===== config.mk =====
export PLATFORM = sky130hd
export DESIGN_NAME = nic_power_state_reset_isolation
export DESIGN_NICKNAME = d
export VERILOG_FILES = /design/src/verilog/pm_reset_pkg.sv /design/src/verilog/reset_edge_if.sv /design/src/verilog/reset_input_sync.sv /design/src/verilog/nic_power_state_reset_isolation.sv
export VERILOG_INCLUDE_DIRS = /design/src /design/src/verilog
export SDC_FILE = /design/constraint.sdc
export NUM_CORES = 1
export LEC_CHECK = 0
export BUFFER_PORTS_ARGS = -buffer_cell sky130_fd_sc_hd__buf_2
export CAP_MARGIN = 10
export CORE_MARGIN = 10
export CORE_UTILIZATION = 52
export CTS_BUF_LIST = sky130_fd_sc_hd__clkbuf_8
export CTS_CLUSTER_SIZE = 40
export DETAILED_ROUTE_END_ITERATION = 16
export PLACE_DENSITY = 0.91
export SYNTH_ARGS = -nofsm -noshare
export SYNTH_HDL_FRONTEND = slang
export SYNTH_SLANG_ARGS = --single-unit
export TNS_END_PERCENT = 100

===== constraint.sdc =====
create_clock -name clk_sys_i -period 4.2 [get_ports clk_sys_i]
set_input_delay 1.26 -clock clk_sys_i [delete_from_list [all_inputs] [get_ports clk_sys_i]]
set_output_delay 1.26 -clock clk_sys_i [all_outputs]
set_load 0.01 [all_outputs]

===== src/verilog/pm_reset_map.svh =====
`ifndef PM_RESET_MAP_SVH
`define PM_RESET_MAP_SVH

// ****************************************
// Synchroniser lane positions
// ****************************************
`define LANE_POR      0
`define LANE_ISO      1
`define LANE_PCI_RST  2
`define LANE_COUNT    3

// ****************************************
// Timing counts
// ****************************************
`define SYNC_STAGES_DEF  2

// ****************************************
// Reset values of the power management context
// ****************************************
`define AUX_PRESENT_RST  1'b0
`define PME_EN_RST       1'b0
`define PME_STATUS_RST   1'b0
`define DEEP_EN_RST      1'b0
`define ACTIVE_RST       1'b0

`endif


===== src/verilog/pm_reset_pkg.sv =====
package pm_reset_pkg;

  // ****************************************
  // Device power states
  // ****************************************
  typedef enum logic [1:0] {
    dstate_d0 = 2'b00,
    dstate_d1 = 2'b01,
    dstate_d2 = 2'b10,
    dstate_d3 = 2'b11
  } dstate_e;

endpackage


===== src/verilog/reset_edge_if.sv =====
`timescale 1ns/10ps

// Synchronised reset levels and release pulses
interface reset_edge_if;
  logic por_act;
  logic iso_act;
  logic pci_rst_act;
  logic iso_rel;
  logic pci_rst_rel;

  modport src (
    output por_act,
    output iso_act,
    output pci_rst_act,
    output iso_rel,
    output pci_rst_rel
  );

  modport dst (
    input  por_act,
    input  iso_act,
    input  pci_rst_act,
    input  iso_rel,
    input  pci_rst_rel
  );
endinterface


===== src/verilog/reset_input_sync.sv =====
`timescale 1ns/10ps
`include "pm_reset_map.svh"

module reset_input_sync #(
  parameter int SYNC_STAGES = `SYNC_STAGES_DEF
) (
  input  wire logic                    clk_sys_i,
  input  wire logic                    rst_i,
  input  wire logic [`LANE_COUNT-1:0]  pin_n_i,
  reset_edge_if.src                    edges
);

  // ****************************************
  // Parameter check
  // ****************************************
  if (SYNC_STAGES < 2) begin : g_bad_stages
    $error("SYNC_STAGES must be at least two");
  end

  logic [`LANE_COUNT-1:0] act;
  logic [`LANE_COUNT-1:0] act_dly;

  // ****************************************
  // One synchroniser chain per reset pin
  // ****************************************
  for (genvar g = 0; g < `LANE_COUNT; g++) begin : g_lane
    logic [SYNC_STAGES-1:0] chain;
    // Reset holds every lane asserted, so release always yields an edge
    always_ff @(posedge clk_sys_i) begin
      if (rst_i) begin
        chain <= '1;
      end else begin
        chain <= {chain[SYNC_STAGES-2:0], ~pin_n_i[g]};
      end
    end
    assign act[g] = chain[SYNC_STAGES-1];
  end

  // Delayed copy for edge detection, only of settled stages
  always_ff @(posedge clk_sys_i) begin
    if (rst_i) begin
      act_dly <= '1;
    end else begin
      act_dly <= act;
    end
  end

  // Release pulses last exactly one whole cycle
  assign edges.por_act     = act[`LANE_POR];
  assign edges.iso_act     = act[`LANE_ISO];
  assign edges.pci_rst_act = act[`LANE_PCI_RST];
  assign edges.iso_rel     = act_dly[`LANE_ISO] & ~act[`LANE_ISO];
  assign edges.pci_rst_rel = act_dly[`LANE_PCI_RST]
                             & ~act[`LANE_PCI_RST];
endmodule


===== src/verilog/nic_power_state_reset_isolation.sv =====
`timescale 1ns/10ps
`include "pm_reset_map.svh"

module nic_power_state_reset_isolation #(
  parameter int SYNC_STAGES = `SYNC_STAGES_DEF
) (
  input  wire logic        clk_sys_i,
  input  wire logic        rst_i,
  input  wire logic        power_on_reset_n_i,
  input  wire logic        isolate_n_i,
  input  wire logic        pci_rst_n_i,
  input  wire logic        flash_addr_bit_one_i,
  input  wire logic        link_valid_i,
  input  wire logic        wake_pkt_match_i,
  input  wire logic        pm_wr_i,
  input  wire logic [1:0]  pm_dstate_i,
  input  wire logic        pm_pme_en_i,
  input  wire logic        pm_pme_clr_i,
  input  wire logic        pm_driver_register_wr_i,
  input  wire logic        pm_driver_register_deep_en_i,
  input  wire logic        bar_wr_i,
  output logic             init_o,
  output logic [1:0]       dstate_o,
  output logic             d0_uninitialized_o,
  output logic             fully_active_state_o,
  output logic             aux_supply_present_o,
  output logic             pm_cap_aux_o,
  output logic             pme_en_o,
  output logic             pme_status_o,
  output logic             pme_n_o,
  output logic             pme_oe_n_o,
  output logic             pci_out_oe_n_o,
  output logic             pci_in_ignore_o,
  output logic             master_en_o,
  output logic             cfg_only_o,
  output logic             link_keepalive_o,
  output logic             deep_link_down_o
);

  // ****************************************
  // Input synchronisation
  // ****************************************
  reset_edge_if edges ();

  reset_input_sync #(
    .SYNC_STAGES (SYNC_STAGES)
  ) u_sync (
    .clk_sys_i (clk_sys_i),
    .rst_i     (rst_i),
    .pin_n_i   ({pci_rst_n_i, isolate_n_i, power_on_reset_n_i}),
    .edges     (edges)
  );

  // ****************************************
  // State
  // ****************************************
  pm_reset_pkg::dstate_e dstate;
  logic                  active;
  logic                  pme_en;
  logic                  pme_status;
  logic                  deep_en;
  logic                  aux_present;
  logic                  link_prev;

  // Small decode of the deep states D2 and D3, used once
  function automatic logic is_deep_state(input pm_reset_pkg::dstate_e s);
    return (s == pm_reset_pkg::dstate_d2) || (s == pm_reset_pkg::dstate_d3);
  endfunction

  // ****************************************
  // Reset and isolation decode
  // ****************************************
  wire por_act     = edges.por_act;
  wire iso_act     = edges.iso_act & ~por_act;
  // Isolation hides PCI reset; aux power makes it inert
  wire rst_eff     = edges.pci_rst_act & ~iso_act & ~aux_present;
  wire ignore_pci  = por_act | iso_act | rst_eff;
  wire in_d0       = dstate == pm_reset_pkg::dstate_d0;
  wire in_d1       = dstate == pm_reset_pkg::dstate_d1;
  wire in_d3       = dstate == pm_reset_pkg::dstate_d3;
  wire deep_state  = is_deep_state(dstate);
  wire init_lvl    = rst_eff & ~in_d3;
  wire init_d3     = edges.pci_rst_rel & in_d3
                     & ~iso_act & ~aux_present;
  wire init_iso    = edges.iso_rel;
  wire next_init   = por_act | init_lvl | init_d3 | init_iso;
  // Wake context survives init whenever wake is enabled, except power-on reset, which always clears it
  wire ctx_clear   = por_act | (next_init & ~pme_en);
  wire cfg_ok      = ~ignore_pci;
  // Aux sense is only meaningful while the bus is held in reset
  wire aux_sample  = por_act | edges.pci_rst_act;

  // ****************************************
  // Wake decode
  // ****************************************
  wire link_chg    = link_valid_i ^ link_prev;
  wire pkt_wake    = ~in_d0 & link_valid_i & wake_pkt_match_i;
  wire wake_evt    = pme_en & (link_chg | pkt_wake);
  wire deep_now    = deep_en & deep_state & ~link_valid_i;
  // Integrity kept in D0, or with wake on and a usable link or D1
  wire next_keep   = ~por_act & (in_d0 |
                     (pme_en & (link_valid_i | in_d1)))
                     & ~deep_now;
  wire next_master = in_d0 & active & ~ignore_pci & ~next_init;

  // ****************************************
  // Power state and substate
  // ****************************************
  // Init returns to uninitialised D0; writes ignored while bus is hidden
  always_ff @(posedge clk_sys_i) begin
    if (rst_i) begin
      dstate <= pm_reset_pkg::dstate_d0;
      active <= `ACTIVE_RST;
    end else if (next_init) begin
      dstate <= pm_reset_pkg::dstate_d0;
      active <= `ACTIVE_RST;
    end else if (cfg_ok) begin
      if (pm_wr_i) begin
        dstate <= pm_reset_pkg::dstate_e'(pm_dstate_i);
      end
      if (bar_wr_i && in_d0) begin
        active <= 1'b1;
      end
    end
  end

  // ****************************************
  // Wake context
  // ****************************************
  // Event set wins over a write clear in the same cycle; a context clear wins over both
  always_ff @(posedge clk_sys_i) begin
    if (rst_i || ctx_clear) begin
      pme_en     <= `PME_EN_RST;
      pme_status <= `PME_STATUS_RST;
      deep_en    <= `DEEP_EN_RST;
    end else begin
      if (cfg_ok && pm_wr_i) begin
        pme_en <= pm_pme_en_i;
      end
      if (cfg_ok && pm_driver_register_wr_i) begin
        deep_en <= pm_driver_register_deep_en_i;
      end
      if (wake_evt) begin
        pme_status <= 1'b1;
      end else if (cfg_ok && pm_wr_i && pm_pme_clr_i) begin
        pme_status <= 1'b0;
      end
    end
  end

  // Aux sense and link history
  always_ff @(posedge clk_sys_i) begin
    if (rst_i) begin
      aux_present <= `AUX_PRESENT_RST;
      link_prev   <= 1'b0;
    end else begin
      if (aux_sample) begin
        aux_present <= flash_addr_bit_one_i;
      end
      link_prev <= link_valid_i;
    end
  end

  // ****************************************
  // Registered outputs
  // ****************************************
  // Every output is a flop so the pins never glitch on decode
  always_ff @(posedge clk_sys_i) begin
    if (rst_i) begin
      init_o               <= 1'b1;
      dstate_o             <= pm_reset_pkg::dstate_d0;
      d0_uninitialized_o   <= 1'b1;
      fully_active_state_o <= 1'b0;
      aux_supply_present_o <= `AUX_PRESENT_RST;
      pm_cap_aux_o         <= `AUX_PRESENT_RST;
      pme_en_o             <= `PME_EN_RST;
      pme_status_o         <= `PME_STATUS_RST;
      pme_n_o              <= 1'b0;
      pme_oe_n_o           <= 1'b1;
      pci_out_oe_n_o       <= 1'b1;
      pci_in_ignore_o      <= 1'b1;
      master_en_o          <= 1'b0;
      cfg_only_o           <= 1'b0;
      link_keepalive_o     <= 1'b0;
      deep_link_down_o     <= 1'b0;
    end else begin
      init_o               <= next_init;
      dstate_o             <= dstate;
      d0_uninitialized_o   <= in_d0 & ~active;
      // Gated by next_init as well as active, so it never shows beside init
      fully_active_state_o <= in_d0 & active & ~next_init;
      aux_supply_present_o <= aux_present;
      pm_cap_aux_o         <= aux_present;
      pme_en_o             <= pme_en;
      pme_status_o         <= pme_status;
      pme_n_o              <= 1'b0;
      // Wake output stays live even under isolation
      pme_oe_n_o           <= ~(pme_status & pme_en);
      pci_out_oe_n_o       <= ignore_pci;
      pci_in_ignore_o      <= ignore_pci;
      master_en_o          <= next_master;
      cfg_only_o           <= ~in_d0;
      link_keepalive_o     <= next_keep;
      deep_link_down_o     <= deep_now;
    end
  end
endmodule


Word level (Yosys, flattened, before mapping)

Index checks and enable logic that the tools add are counted.

Reductions and logical operators: 11
Muxes and demuxes: 2
Bitwise gates (word level): 52
Equality and inequality tests: 3

Operators by type and width:

| cell               | number |
|---|---|
| $and 1x1->1        | 24 |
| $not 1->1          | 17 |
| $or 1x1->1         | 10 |
| $eq 2x2->1 const B | 2 |
| $logic_and 1x1->1  | 4 |
| $reduce_and 2->1   | 2 |
| $eq 2x1->1 const B | 1 |
| $logic_not 2->1    | 1 |
| $logic_or 1x1->1   | 2 |
| $mux 1             | 2 |
| $reduce_bool 2->1  | 1 |
| $reduce_or 2->1    | 1 |
| $xor 1x1->1        | 1 |

Word-level logic and storage cells: 92
Output and inout port bits: 17
Input bits: 16
Register bits after elaboration: 31

Logic depth before layout (Yosys ltp)

Gate-level depths: netlist of run 1.

Depth after elaboration: 12
Gate-level depth with buffers: 5
Gate-level depth less buffers: 4

Hierarchy

Synthesis of run 1 repeated with hierarchy kept, for this count alone.

Cell total of the unflattened synthesis: 99
Area, all modules: 1002.2 um^2

Modules (own cells, without submodules):

| module                          | times used | cells an instance | area each (um^2) | seq. area each (um^2) |
|---|---|---|---|---|
| nic_power_state_reset_isolation | 1          | 81                | 779.5            | 440.4 |
| reset_input_sync                | 1          | 18                | 222.7            | 160.2 |

Worst setup path after synthesis of run 1

OpenSTA, ideal clock, no wires.

Path type: input-to-reg
From: input port pm_wr_i
To: register pme_status
Required time: 4.071 ns
Stages: 4
Setup time: 0.129 ns
Slack: 2.044 ns
Arrival time: 2.027 ns
Path buffers: 1
Cells stage by stage: or4b_1 -> clkbuf_1 -> o21ai_0 -> a21oi_1

Longest elaborated chain between the ends: 3

RTL lines:

| what                               | line                                   | text |
|---|---|---|
| from (decl)                        | nic_power_state_reset_isolation.sv:15  | `input wire logic pm_wr_i,` |
| $logic_and 1x1->1 (2 in a row)     | nic_power_state_reset_isolation.sv:145 | `end else if (cfg_ok && pm_wr_i && pm_pme_clr_i) begin` |
| $reduce_bool 2->1 (no source line) | n/a                                    |  |
| to (signal assigned)               | nic_power_state_reset_isolation.sv:134 | `` pme_status <= `PME_STATUS_RST; `` |
| to (decl)                          | nic_power_state_reset_isolation.sv:60  | `logic pme_status;` |

Every way passes these cells.
A chain may end at the register's enable or synchronous reset.

Worst setup path after layout of run 1

From: input port pm_wr_i
To: register dstate[1]

Longest elaborated chain between the ends: 1

RTL lines:

| what                              | line                                   | text |
|---|---|---|
| $reduce_and 2->1 (no source line) | n/a                                    |  |
| to (signal assigned)              | nic_power_state_reset_isolation.sv:112 | `dstate <= pm_reset_pkg::dstate_d0;` |
| to (signal assigned)              | nic_power_state_reset_isolation.sv:115 | `dstate <= pm_reset_pkg::dstate_d0;` |
| to (signal assigned)              | nic_power_state_reset_isolation.sv:119 | `dstate <= pm_reset_pkg::dstate_e'(pm_dstate_i);` |
| to (decl)                         | nic_power_state_reset_isolation.sv:57  | `pm_reset_pkg::dstate_e dstate;` |

Every way passes these cells.

==> impl_results.md, run 1 <==
- Max-slew violations: 0
- Maxcap violations: 0
- Via count: about 770
- Period utilization: between 40% and 50%
- Worst VDD drop: 0.272 mV
- RR Startpoint: dstate[1]$_SDFFE_PP0N_
- Power after layout: between 0.0005 and 0.0006 W
- Root Driver: clkbuf_8
- Core box area: 1780 µm²
- Layout cells sized above 1: 35.1%
- Mean area per synthesized cell: 10.2 µm²
- Cell family with most CP delay: simple AND/OR/NAND/NOR gates
- Site row count: 15
- Die area: 4130 µm²
- Slowest stage delay, CP: 0.55 ns
- Crit-path slowest cell: or4b_1
- Largest net degree at the start of global routing: 20
- PortBufs: 31
- Cell count after synthesis: 100
- WL final: 2.11 mm
- GRT Total Usage: 10.7%
- Layout Cells excl Fill: approximately 160
- Post-CTS Setup Bufs: 0
- Initial antenna violation count: 0
- Hold_sp: pme_status$_SDFFE_PP0P_
- CP Buf/Inv Count: 1
- Chip width: about 64 µm
- Post_cts resized: 0
- Drc violations: 0
- Fin nets: between 100 and 150
- Worst min-delay path category: register to register
- CP endpoint kind: register
- Sequential fraction of the synthesis area: 59.0%
- Final Hold Fails: 0
- Fill cell count: approximately 140
- H-tree Lvls: 2
- CTS tree: built
- CP startpoint kind: input pin
- I/O pin total: 33
- Crit-path cells: buf_2 > or4b_1 > mux2i_1 > nor3_1
- FF-to-FF setup slack: approximately 2.6 ns
- Post-synthesis cell type count: 26
- ANT nets after route: 0
- First-pass GRT wire length: 3.49 mm
- Crit. Startpoint: pm_wr_i
- Max_slew headroom: 53.3%
- Clock Tree Buf Depth: 2
- Pre-antenna DRT Iters: 6
- Multi-input logic area: 372 µm²
- ANT cells: 0
- Power Density: 423 nW/µm²
- P&R area growth vs syn: 23.1%
- Yosys Warn Count: 0
- CP arrival: around 2.2 ns
- Worst-Margin Slew: 0.696 ns
- Seq. cell area: around 600 µm²
- Fin Setup TNS: 0 ns
- Vias in the first global route: 843
- Fin crit period: 2.04 ns
- DRT iter0 DRCs: 27
- Crit Path Class: input pin to register
- WP data required: about 4.3 ns
- WHS Endpoint: pme_oe_n_o$_SDFF_PP1_
- Total CTS buffers: 5
- Final HPWL DP: approximately 1.6 mm
- Die height: 64.2 µm
- WHS Path Cells: 1
- DR vias/cell: between 4 and 5
- Synth Cell Area: between 1000 and 1500 µm²
- RSZ-0062 raised after global routing: no
- Reg2reg end: pme_en$_SDFFE_PP0N_
- Clk sinks: 30
- LEAKAGE: 0.545 nW
- Gr ovfl total: 0
- Worst clock skew: ~0.0024 ns
- Worst-path clk slew: 0.06 ns
- Yosys reg bits: 30
- Fmax: 0.490 GHz
- Cell total after placement: 150
- # hold bufs at CTS: 0
- Reg2reg path depth: 4
- Skew-Pair Late Insertion Delay: 0.27 ns
- Post-synth net total: 116
- Initial core utilization: 57.1%
- Crit-path max FO: 4
- GPL Wtd Cong: 0.791
- Setup-failing EPs final: 0
- Detailed-route wire length per cell: approximately 14 µm
- Status: complete, no violations
flip-flops by register name, summed over array words and instances, names as in the netlist, 2 cells and up:
signal               cells
u_sync.g_lane.chain      6
dstate_o                 2
dstate                   2
u_sync.act_dly           2
report_power, final:
part,internal (W),switching [W]
logic,0.0000101,0.0000118
registers,0.000290,0.00000320
clock network,0.000126,0.0000895
total,0.000426,0.000104
cells in the mapped netlist, drive strengths merged:
master | instances | area [µm²]
or2 | 7 | 43.8
a31oi | 1 | 6.26
nor4 | 1 | 6.26
mux2i | 2 | 20.0
buf | 3 | 22.5
o211ai | 1 | 7.51
nand2 | 11 | 43.8
inv | 3 | 11.3
nand3 | 3 | 15.0
and3b | 1 | 8.76
a32oi | 1 | 27.5
a21oi | 6 | 30.0
conb | 1 | 3.75
dfxtp | 30 | 601
clkbuf | 3 | 11.3
or2b | 1 | 7.51
a41oi | 1 | 8.76
nor3 | 7 | 35.0
or4b | 2 | 23.8
nor2b | 7 | 43.8
nor2 | 4 | 15.0
o21ai | 3 | 15.0
a21bo | 1 | 10.0
layout make-up:
| type | count | share of cell area, % |
|---|---|---|
| Inverter | 3 | 0.899 |
| Timing Repair Buffer | 31 | 12.4 |
| Clock buffer | 6 | 6.59 |
| Multi-Input combinational cell | 61 | 29.7 |
| Tap cell | 25 | 2.50 |
| Sequential cell | 30 | 48.0 |
cell usage in the layout, fill, tap and decap left out, types with 3 or more instances in the layout:
cell,n
or2_2,5
nor3_1,7
nor2b_1,7
nor2_1,4
nand3_1,3
a21oi_1,6
buf_2,31
clkbuf_8,6
dfxtp_1,30
o21ai_0,3
nand2_1,10
inv_1,3
worst max-delay path by stage:
stage,depth (start not counted),end,slack (ns)
floorplan,4,pme_status$_SDFFE_PP0P_,2.04
global placement,4,pme_status$_SDFFE_PP0P_,1.95
detailed placement,4,pme_status$_SDFFE_PP0P_,1.91
CTS,4,pme_status$_SDFFE_PP0P_,2.18
global route,4,pme_en$_SDFFE_PP0N_,2.11
finish,4,dstate[1]$_SDFFE_PP0N_,2.16
worst reg2reg max path, cell delays in order (launching register included):
cell and delay (ns):
dfxtp_1 0.44, nand2_2 0.09, or4b_4 0.55, a41oi_1 0.32, a21oi_1 0.07
logic make-up (layout without fill, tap and decap cells):
family,Yosys count,after routing,share of synthesized area [%]
muxes,2,2,1.97
buffers and inverters,9,40,4.43
other,1,1,0.369
and+or+nand+nor,44,44,23.9
AOI/OAI and AO/OA,14,14,10.3
DFF,30,30,59.0
layer usage:
| metal | routed length (µm) | global-route usage [%] |
|---|---|---|
| met5 | 0 | 0 |
| met4 | 81 | 9.36 |
| met3 | 169 | 5.57 |
| met2 | 1000 | 17.8 |
| met1 | 861 | 9.19 |
metrics by stage:
| stage | worst slack, ns | util (%) | cell area, µm² | hold slack [ns] |
|---|---|---|---|---|
| 2_1_floorplan | 2.04 | - | 1020 | 0.363 |
| 3_3_place_gp | 1.95 | 65.6 | 1170 | 0.376 |
| 3_5_place_dp | 1.91 | 65.6 | 1170 | 0.379 |
| 4_1_cts | 2.18 | 70.2 | 1250 | 0.391 |
| 5_1_grt | 2.11 | 70.2 | 1250 | 0.412 |
| 6_report | 2.16 | 70.2 | 1250 | 0.387 |
(Power assumes the default switching activity.)
==> inputs of run 2 (changes only) <==
--- a/config.mk
+++ b/config.mk
@@ -9,11 +9,11 @@
 export BUFFER_PORTS_ARGS = -buffer_cell sky130_fd_sc_hd__buf_2
 export CAP_MARGIN = 10
 export CORE_MARGIN = 10
-export CORE_UTILIZATION = 52
+export CORE_UTILIZATION = 46
 export CTS_BUF_LIST = sky130_fd_sc_hd__clkbuf_8
 export CTS_CLUSTER_SIZE = 40
 export DETAILED_ROUTE_END_ITERATION = 16
-export PLACE_DENSITY = 0.91
+export PLACE_DENSITY = 0.85
 export SYNTH_ARGS = -nofsm -noshare
 export SYNTH_HDL_FRONTEND = slang
 export SYNTH_SLANG_ARGS = --single-unit
==> constraint.sdc (replaced) <==
create_clock -name clk_sys_i -period 1.7 [get_ports clk_sys_i]
set_input_delay 0.51 -clock clk_sys_i [delete_from_list [all_inputs] [get_ports clk_sys_i]]
set_output_delay 0.51 -clock clk_sys_i [all_outputs]
set_load 0.01 [all_outputs]
==> impl_results.md, run 2 (synthesis results as in run 1) <==
- Drc violations: 0
- Root Driver: clkbuf_8
- ANT nets after route: 0
- Setup-failing EPs final: 0
- Internal: 0.00101 W
- Hold slack: 0.393 ns
- Sequential share of power: 56.9%
- GPL Wtd Cong: 0.770
- Pre-antenna DRT Iters: 4
- Post-CTS Setup Bufs: 0
- Max-slew violations: 0
- Cell total after placement: 156
- RR Startpoint: dstate[1]$_SDFFE_PP0N_
- Combinational share of power: 4.5%
- First-pass GRT wire length: 3.46 mm
- DR vias/cell: between 4 and 5
- Clock Tree Buf Depth: 2
- Fmax: 0.647 GHz
- Largest net degree at the start of global routing: 14
- Crit Path Class: register to register
- FF-to-FF setup slack: 0.15 ns
- Die height: about 67 µm
- # hold bufs at CTS: 0
- Hold_sp: power_on_reset_n_i
- Final Hold Fails: 0
- Clock power share: around two fifths
- RSZ-0062 raised after global routing: no
- Chip width: 67.0 µm
- Worst-path clk slew: approximately 0.05 ns
- Layout Cells excl Fill: around 160
- Via count: 790
- Total CTS buffers: 5
- Max reg flops: 6
- Most frequent cells in the layout: buf_2, dfxtp_1, nand2_1, nor2b_1, nor3_1
- CP startpoint kind: register
- Power Density: 995 nW/µm²
- Crit-path max FO: 7
- Core Util, Final: 63.2%
- WHS Path Cells: 2
- Worst clock skew: about 0.0018 ns
- Fin crit period: 1.55 ns
- Initial antenna violation count: 0
- Die area: 4490 µm²
- I/O pin total: 33
- Period utilization: 91.0%
- Clk sinks: 30
- WL final: roughly 2.2 mm
- Core box area: 2020 µm²
- Detailed-route wire length per cell: ~13 µm
- Skew-Pair Late Insertion Delay: between 0.2 and 0.3 ns
- GRT Total Usage: 10.6%
- H-tree Lvls: 2
- WHS Endpoint: u_sync.g_lane[0].chain[0]$_SDFF_PP1_
- Reg2reg end: pme_en$_SDFFE_PP0N_
- Layout cells sized above 1: 36.0%
- Leading cell type in the layout, fill and taps excluded: buf_2
- Status: complete, no violations
- DRT iter0 DRCs: 25
- Maxcap violations: 0
- Fin Setup TNS: 0 ns
- WP data required: 1.85 ns
- Reg2reg path depth: 4
- Crit. Startpoint: dstate[1]$_SDFFE_PP0N_
- Initial core utilization: about half
- Net Switching: 0.000260 W
- Power after layout: 0.00127 W
- Fin nets: ~150
- P&R area growth vs syn: 25.7%
- Site row count: 16
- PortBufs: 31
- Biggest register: u_sync.g_lane.chain
- LEAKAGE: 0.569 nW
- CP arrival: about 1.7 ns
- Switching part of the total: 20.5%
- Vias in the first global route: approximately 800
- Final HPWL DP: 1.70 mm
- CP endpoint kind: register
- Gr ovfl total: 0
- Post_cts resized: 0
- Worst VDD drop: 0.544 mV
- CTS tree: built
- Worst min-delay path category: input pin to register
- ANT cells: 0
==> run 2: cell types whose count changed in the layout (fill, tap and decap cells not counted) <==
| cell | delta |
|---|---|
| inv_1 | +2 |
| buf_4 | +4 |
| clkbuf_8 | -1 |
==> run 2: layout make-up <==
cell class,count,area [µm²]
multi-input combinational,61,372
clock inverter,2,7.51
timing repair buffer,35,185
tap,27,33.8
fill,172,743
sequential,30,601
inverter,3,11.3
clock buffer,5,68.8
==> run 2: power by group through the flow <==
| stage | sequential, W | clock (W) | combinational [W] |
|---|---|---|---|
| 2_1_floorplan | 0.000739 | 0 | 0.0000297 |
| 3_3_place_gp | 0.000739 | 0 | 0.0000564 |
| 6_report | 0.000725 | 0.000491 | 0.0000574 |
| 5_1_grt | 0.000726 | 0.000536 | 0.0000639 |
| 3_5_place_dp | 0.000740 | 0 | 0.0000575 |
| 4_1_cts | 0.000725 | 0.000509 | 0.0000580 |
==> run 2: stage by stage <==
step	area, µm²	worst slack [ns]
after floorplan	1020	0.279
after global placement	1200	0.183
after detailed placement	1200	0.149
after CTS	1280	0.165
after global routing	1280	0.0384
final	1280	0.153
==> run 2: worst max-delay path by stage <==
stage | end | slack [ns] | cells after the start
detailed placement | pme_status$_SDFFE_PP0P_ | 0.15 | 4
finish | pme_en$_SDFFE_PP0N_ | 0.15 | 4
CTS | fully_active_state_o$_SDFF_PP0_ | 0.17 | 4
global route | pme_status$_SDFFE_PP0P_ | 0.04 | 4
floorplan | deep_en$_SDFFE_PP0P_ | 0.28 | 4
global placement | pme_status$_SDFFE_PP0P_ | 0.18 | 4
==> run 2: layer usage <==
| metal | routed length (µm) | GRT usage [%] | share of wire, % | vias up |
|---|---|---|---|---|
| met5 | 0 | 0 | 0 | - |
| met4 | 83 | 10.3 | 3.8 | 0 |
| met3 | 244 | 6.19 | 11 | 10 |
| met2 | 1060 | 17.3 | 49 | 25 |
| met1 | 770 | 8.56 | 36 | 351 |
| li1 | - | - | - | 404 |
==> run 2: worst max-delay path, cell delays in order (launching register included) <==
cell	delay [ns]
dfxtp_1	0.41
nand2_2	0.08
or4b_4	0.55
a41oi_1	0.31
a21oi_1	0.08
==> inputs of run 3 (changes only) <==
--- a/config.mk
+++ b/config.mk
@@ -11,8 +11,10 @@
 export CORE_MARGIN = 10
 export CORE_UTILIZATION = 46
 export CTS_BUF_LIST = sky130_fd_sc_hd__clkbuf_8
-export CTS_CLUSTER_SIZE = 40
+export CTS_CLUSTER_SIZE = 14
 export DETAILED_ROUTE_END_ITERATION = 16
+export HOLD_SLACK_MARGIN = 0.05
+export MAX_ROUTING_LAYER = met4
 export PLACE_DENSITY = 0.85
 export SYNTH_ARGS = -nofsm -noshare
 export SYNTH_HDL_FRONTEND = slang
==> impl_results.md, run 3 (synthesis results as in run 1) <==
- Status: complete, no violations
- WL final: around 2.2 mm
- Skew-Pair Late Insertion Delay: between 0.2 and 0.3 ns
- Via count: between 700 and 800
- I/O pin total: 33
- Pre-antenna DRT Iters: 4
- Power Density: between 900 and 1000 nW/µm²
- Reg2reg path depth: 4
- CP startpoint kind: register
- Post_cts resized: 0
- FF-to-FF setup slack: 0.15 ns
- Hold_sp: power_on_reset_n_i
- Met2 WL: approximately 1.1 mm
- Setup WS post-layout: 0.151 ns
- Gr ovfl total: 0
- Crit Path Class: register to register
- Max reg flops: 6
- PortBufs: 31
- Post-CTS Setup Bufs: 0
- Fmax: 0.646 GHz
- Routed wl met3: 248 µm
- Routed length on met1: between 700 and 800 µm
- RSZ-0062 raised after global routing: no
- CP arrival: around 1.7 ns
- Core box area: approximately 2000 µm²
- DRT iter0 DRCs: 21
- WHS Path Cells: 2
- Site row count: 16
- Setup WS pre-CTS: approximately 0.15 ns
- Root Driver: clkbuf_8
- Worst min-delay path category: input pin to register
- GRT Total Usage: between 10% and 20%
- Power after layout: 0.00127 W
- Drc violations: 0
- RR Startpoint: dstate[1]$_SDFFE_PP0N_
- Layout cells sized above 1: 36.0%
- H-tree Lvls: 2
- Total CTS buffers: 5
- Crit. Startpoint: dstate[1]$_SDFFE_PP0N_
- First-pass GRT wire length: 3.45 mm
- Reg2reg end: pme_en$_SDFFE_PP0N_
- Final HPWL DP: 1.70 mm
- CTS tree: built
- Worst clock skew: 0.00173 ns
- WHS Endpoint: u_sync.g_lane[0].chain[0]$_SDFF_PP1_
- Vias in the first global route: 799
- Die area: around 4500 µm²
- Chip width: 67.0 µm
- DR top layer: met4
- Crit-path max FO: 7
- Die height: 67.0 µm
- Most frequent cells in the layout: buf_2, dfxtp_1, nand2_1, nor2b_1, nor3_1
- WP data required: 1.85 ns
- CP endpoint kind: register
- Biggest register: u_sync.g_lane.chain
- Initial antenna violation count: 0
- Initial core utilization: 50.3%
- # hold bufs at CTS: 0
- Fin nets: about 150
- Fin Setup TNS: 0 ns
- Final Hold Fails: 0
- Worst VDD drop: ~0.54 mV
- Detailed-route wire length per cell: roughly 13 µm
- Worst-path clk slew: 0.05 ns
- GPL Wtd Cong: 0.780
- Clock Tree Buf Depth: 2
- Max-slew violations: 0
- DR vias/cell: 4.87
- ANT cells: 0
- Clk sinks: 30
- LEAKAGE: 0.569 nW
- P&R area growth vs syn: 25.7%
- Maxcap violations: 0
- Fin crit period: ~1.5 ns
- Setup-failing EPs final: 0
- Largest net degree at the start of global routing: 14
- ANT nets after route: 0
- Period utilization: 91.1%
- Leading cell type in the layout, fill and taps excluded: buf_2
run 3: worst max-delay path: stages (launching register included):
cell     delay [ns]
dfxtp_1        0.41
nand2_2        0.08
or4b_4         0.55
a41oi_1        0.31
a21oi_1        0.08
run 3: worst max path at each step:
stage	to	slack, ns
after global routing	pme_status$_SDFFE_PP0P_	0.04
after floorplan	deep_en$_SDFFE_PP0P_	0.28
final	pme_en$_SDFFE_PP0N_	0.15
after detailed placement	pme_status$_SDFFE_PP0P_	0.15
after CTS	fully_active_state_o$_SDFF_PP0_	0.17
after global placement	pme_status$_SDFFE_PP0P_	0.18
run 3: metrics by stage:
step	hold WS (ns)	cells	util (%)	cell area [µm²]
finish	0.393	163	63.2	1280
CTS	0.382	163	63.2	1280
detailed placement	0.383	156	59.5	1200
floorplan	0.363	100	-	1020
global route	0.395	163	63.2	1280
global placement	0.378	156	59.5	1200
run 3: power by group:
group	internal, W	leakage, nW	total [W]	switching [W]
sequential	0.000716	0.244	0.000725	0.00000855
combinational	0.0000280	0.278	0.0000574	0.0000294
clock	0.000268	0.0466	0.000491	0.000223
run 3: layer usage:
metal  GRT usage (%)  vias to the layer above
met2            17.3                       25
met1            8.56                      354
met4            10.3                        0
met5               -                        -
met3            6.19                       10
li1                -                      404
run 3: final cells by class:
class	instances	area, µm²
fillers	172	743
flip-flops and latches	30	601
multi-input cells	61	372
repair buffers	35	185
clock buffers	5	68.8
well taps	27	33.8
inverters	3	11.3
clock inverters	2	7.51
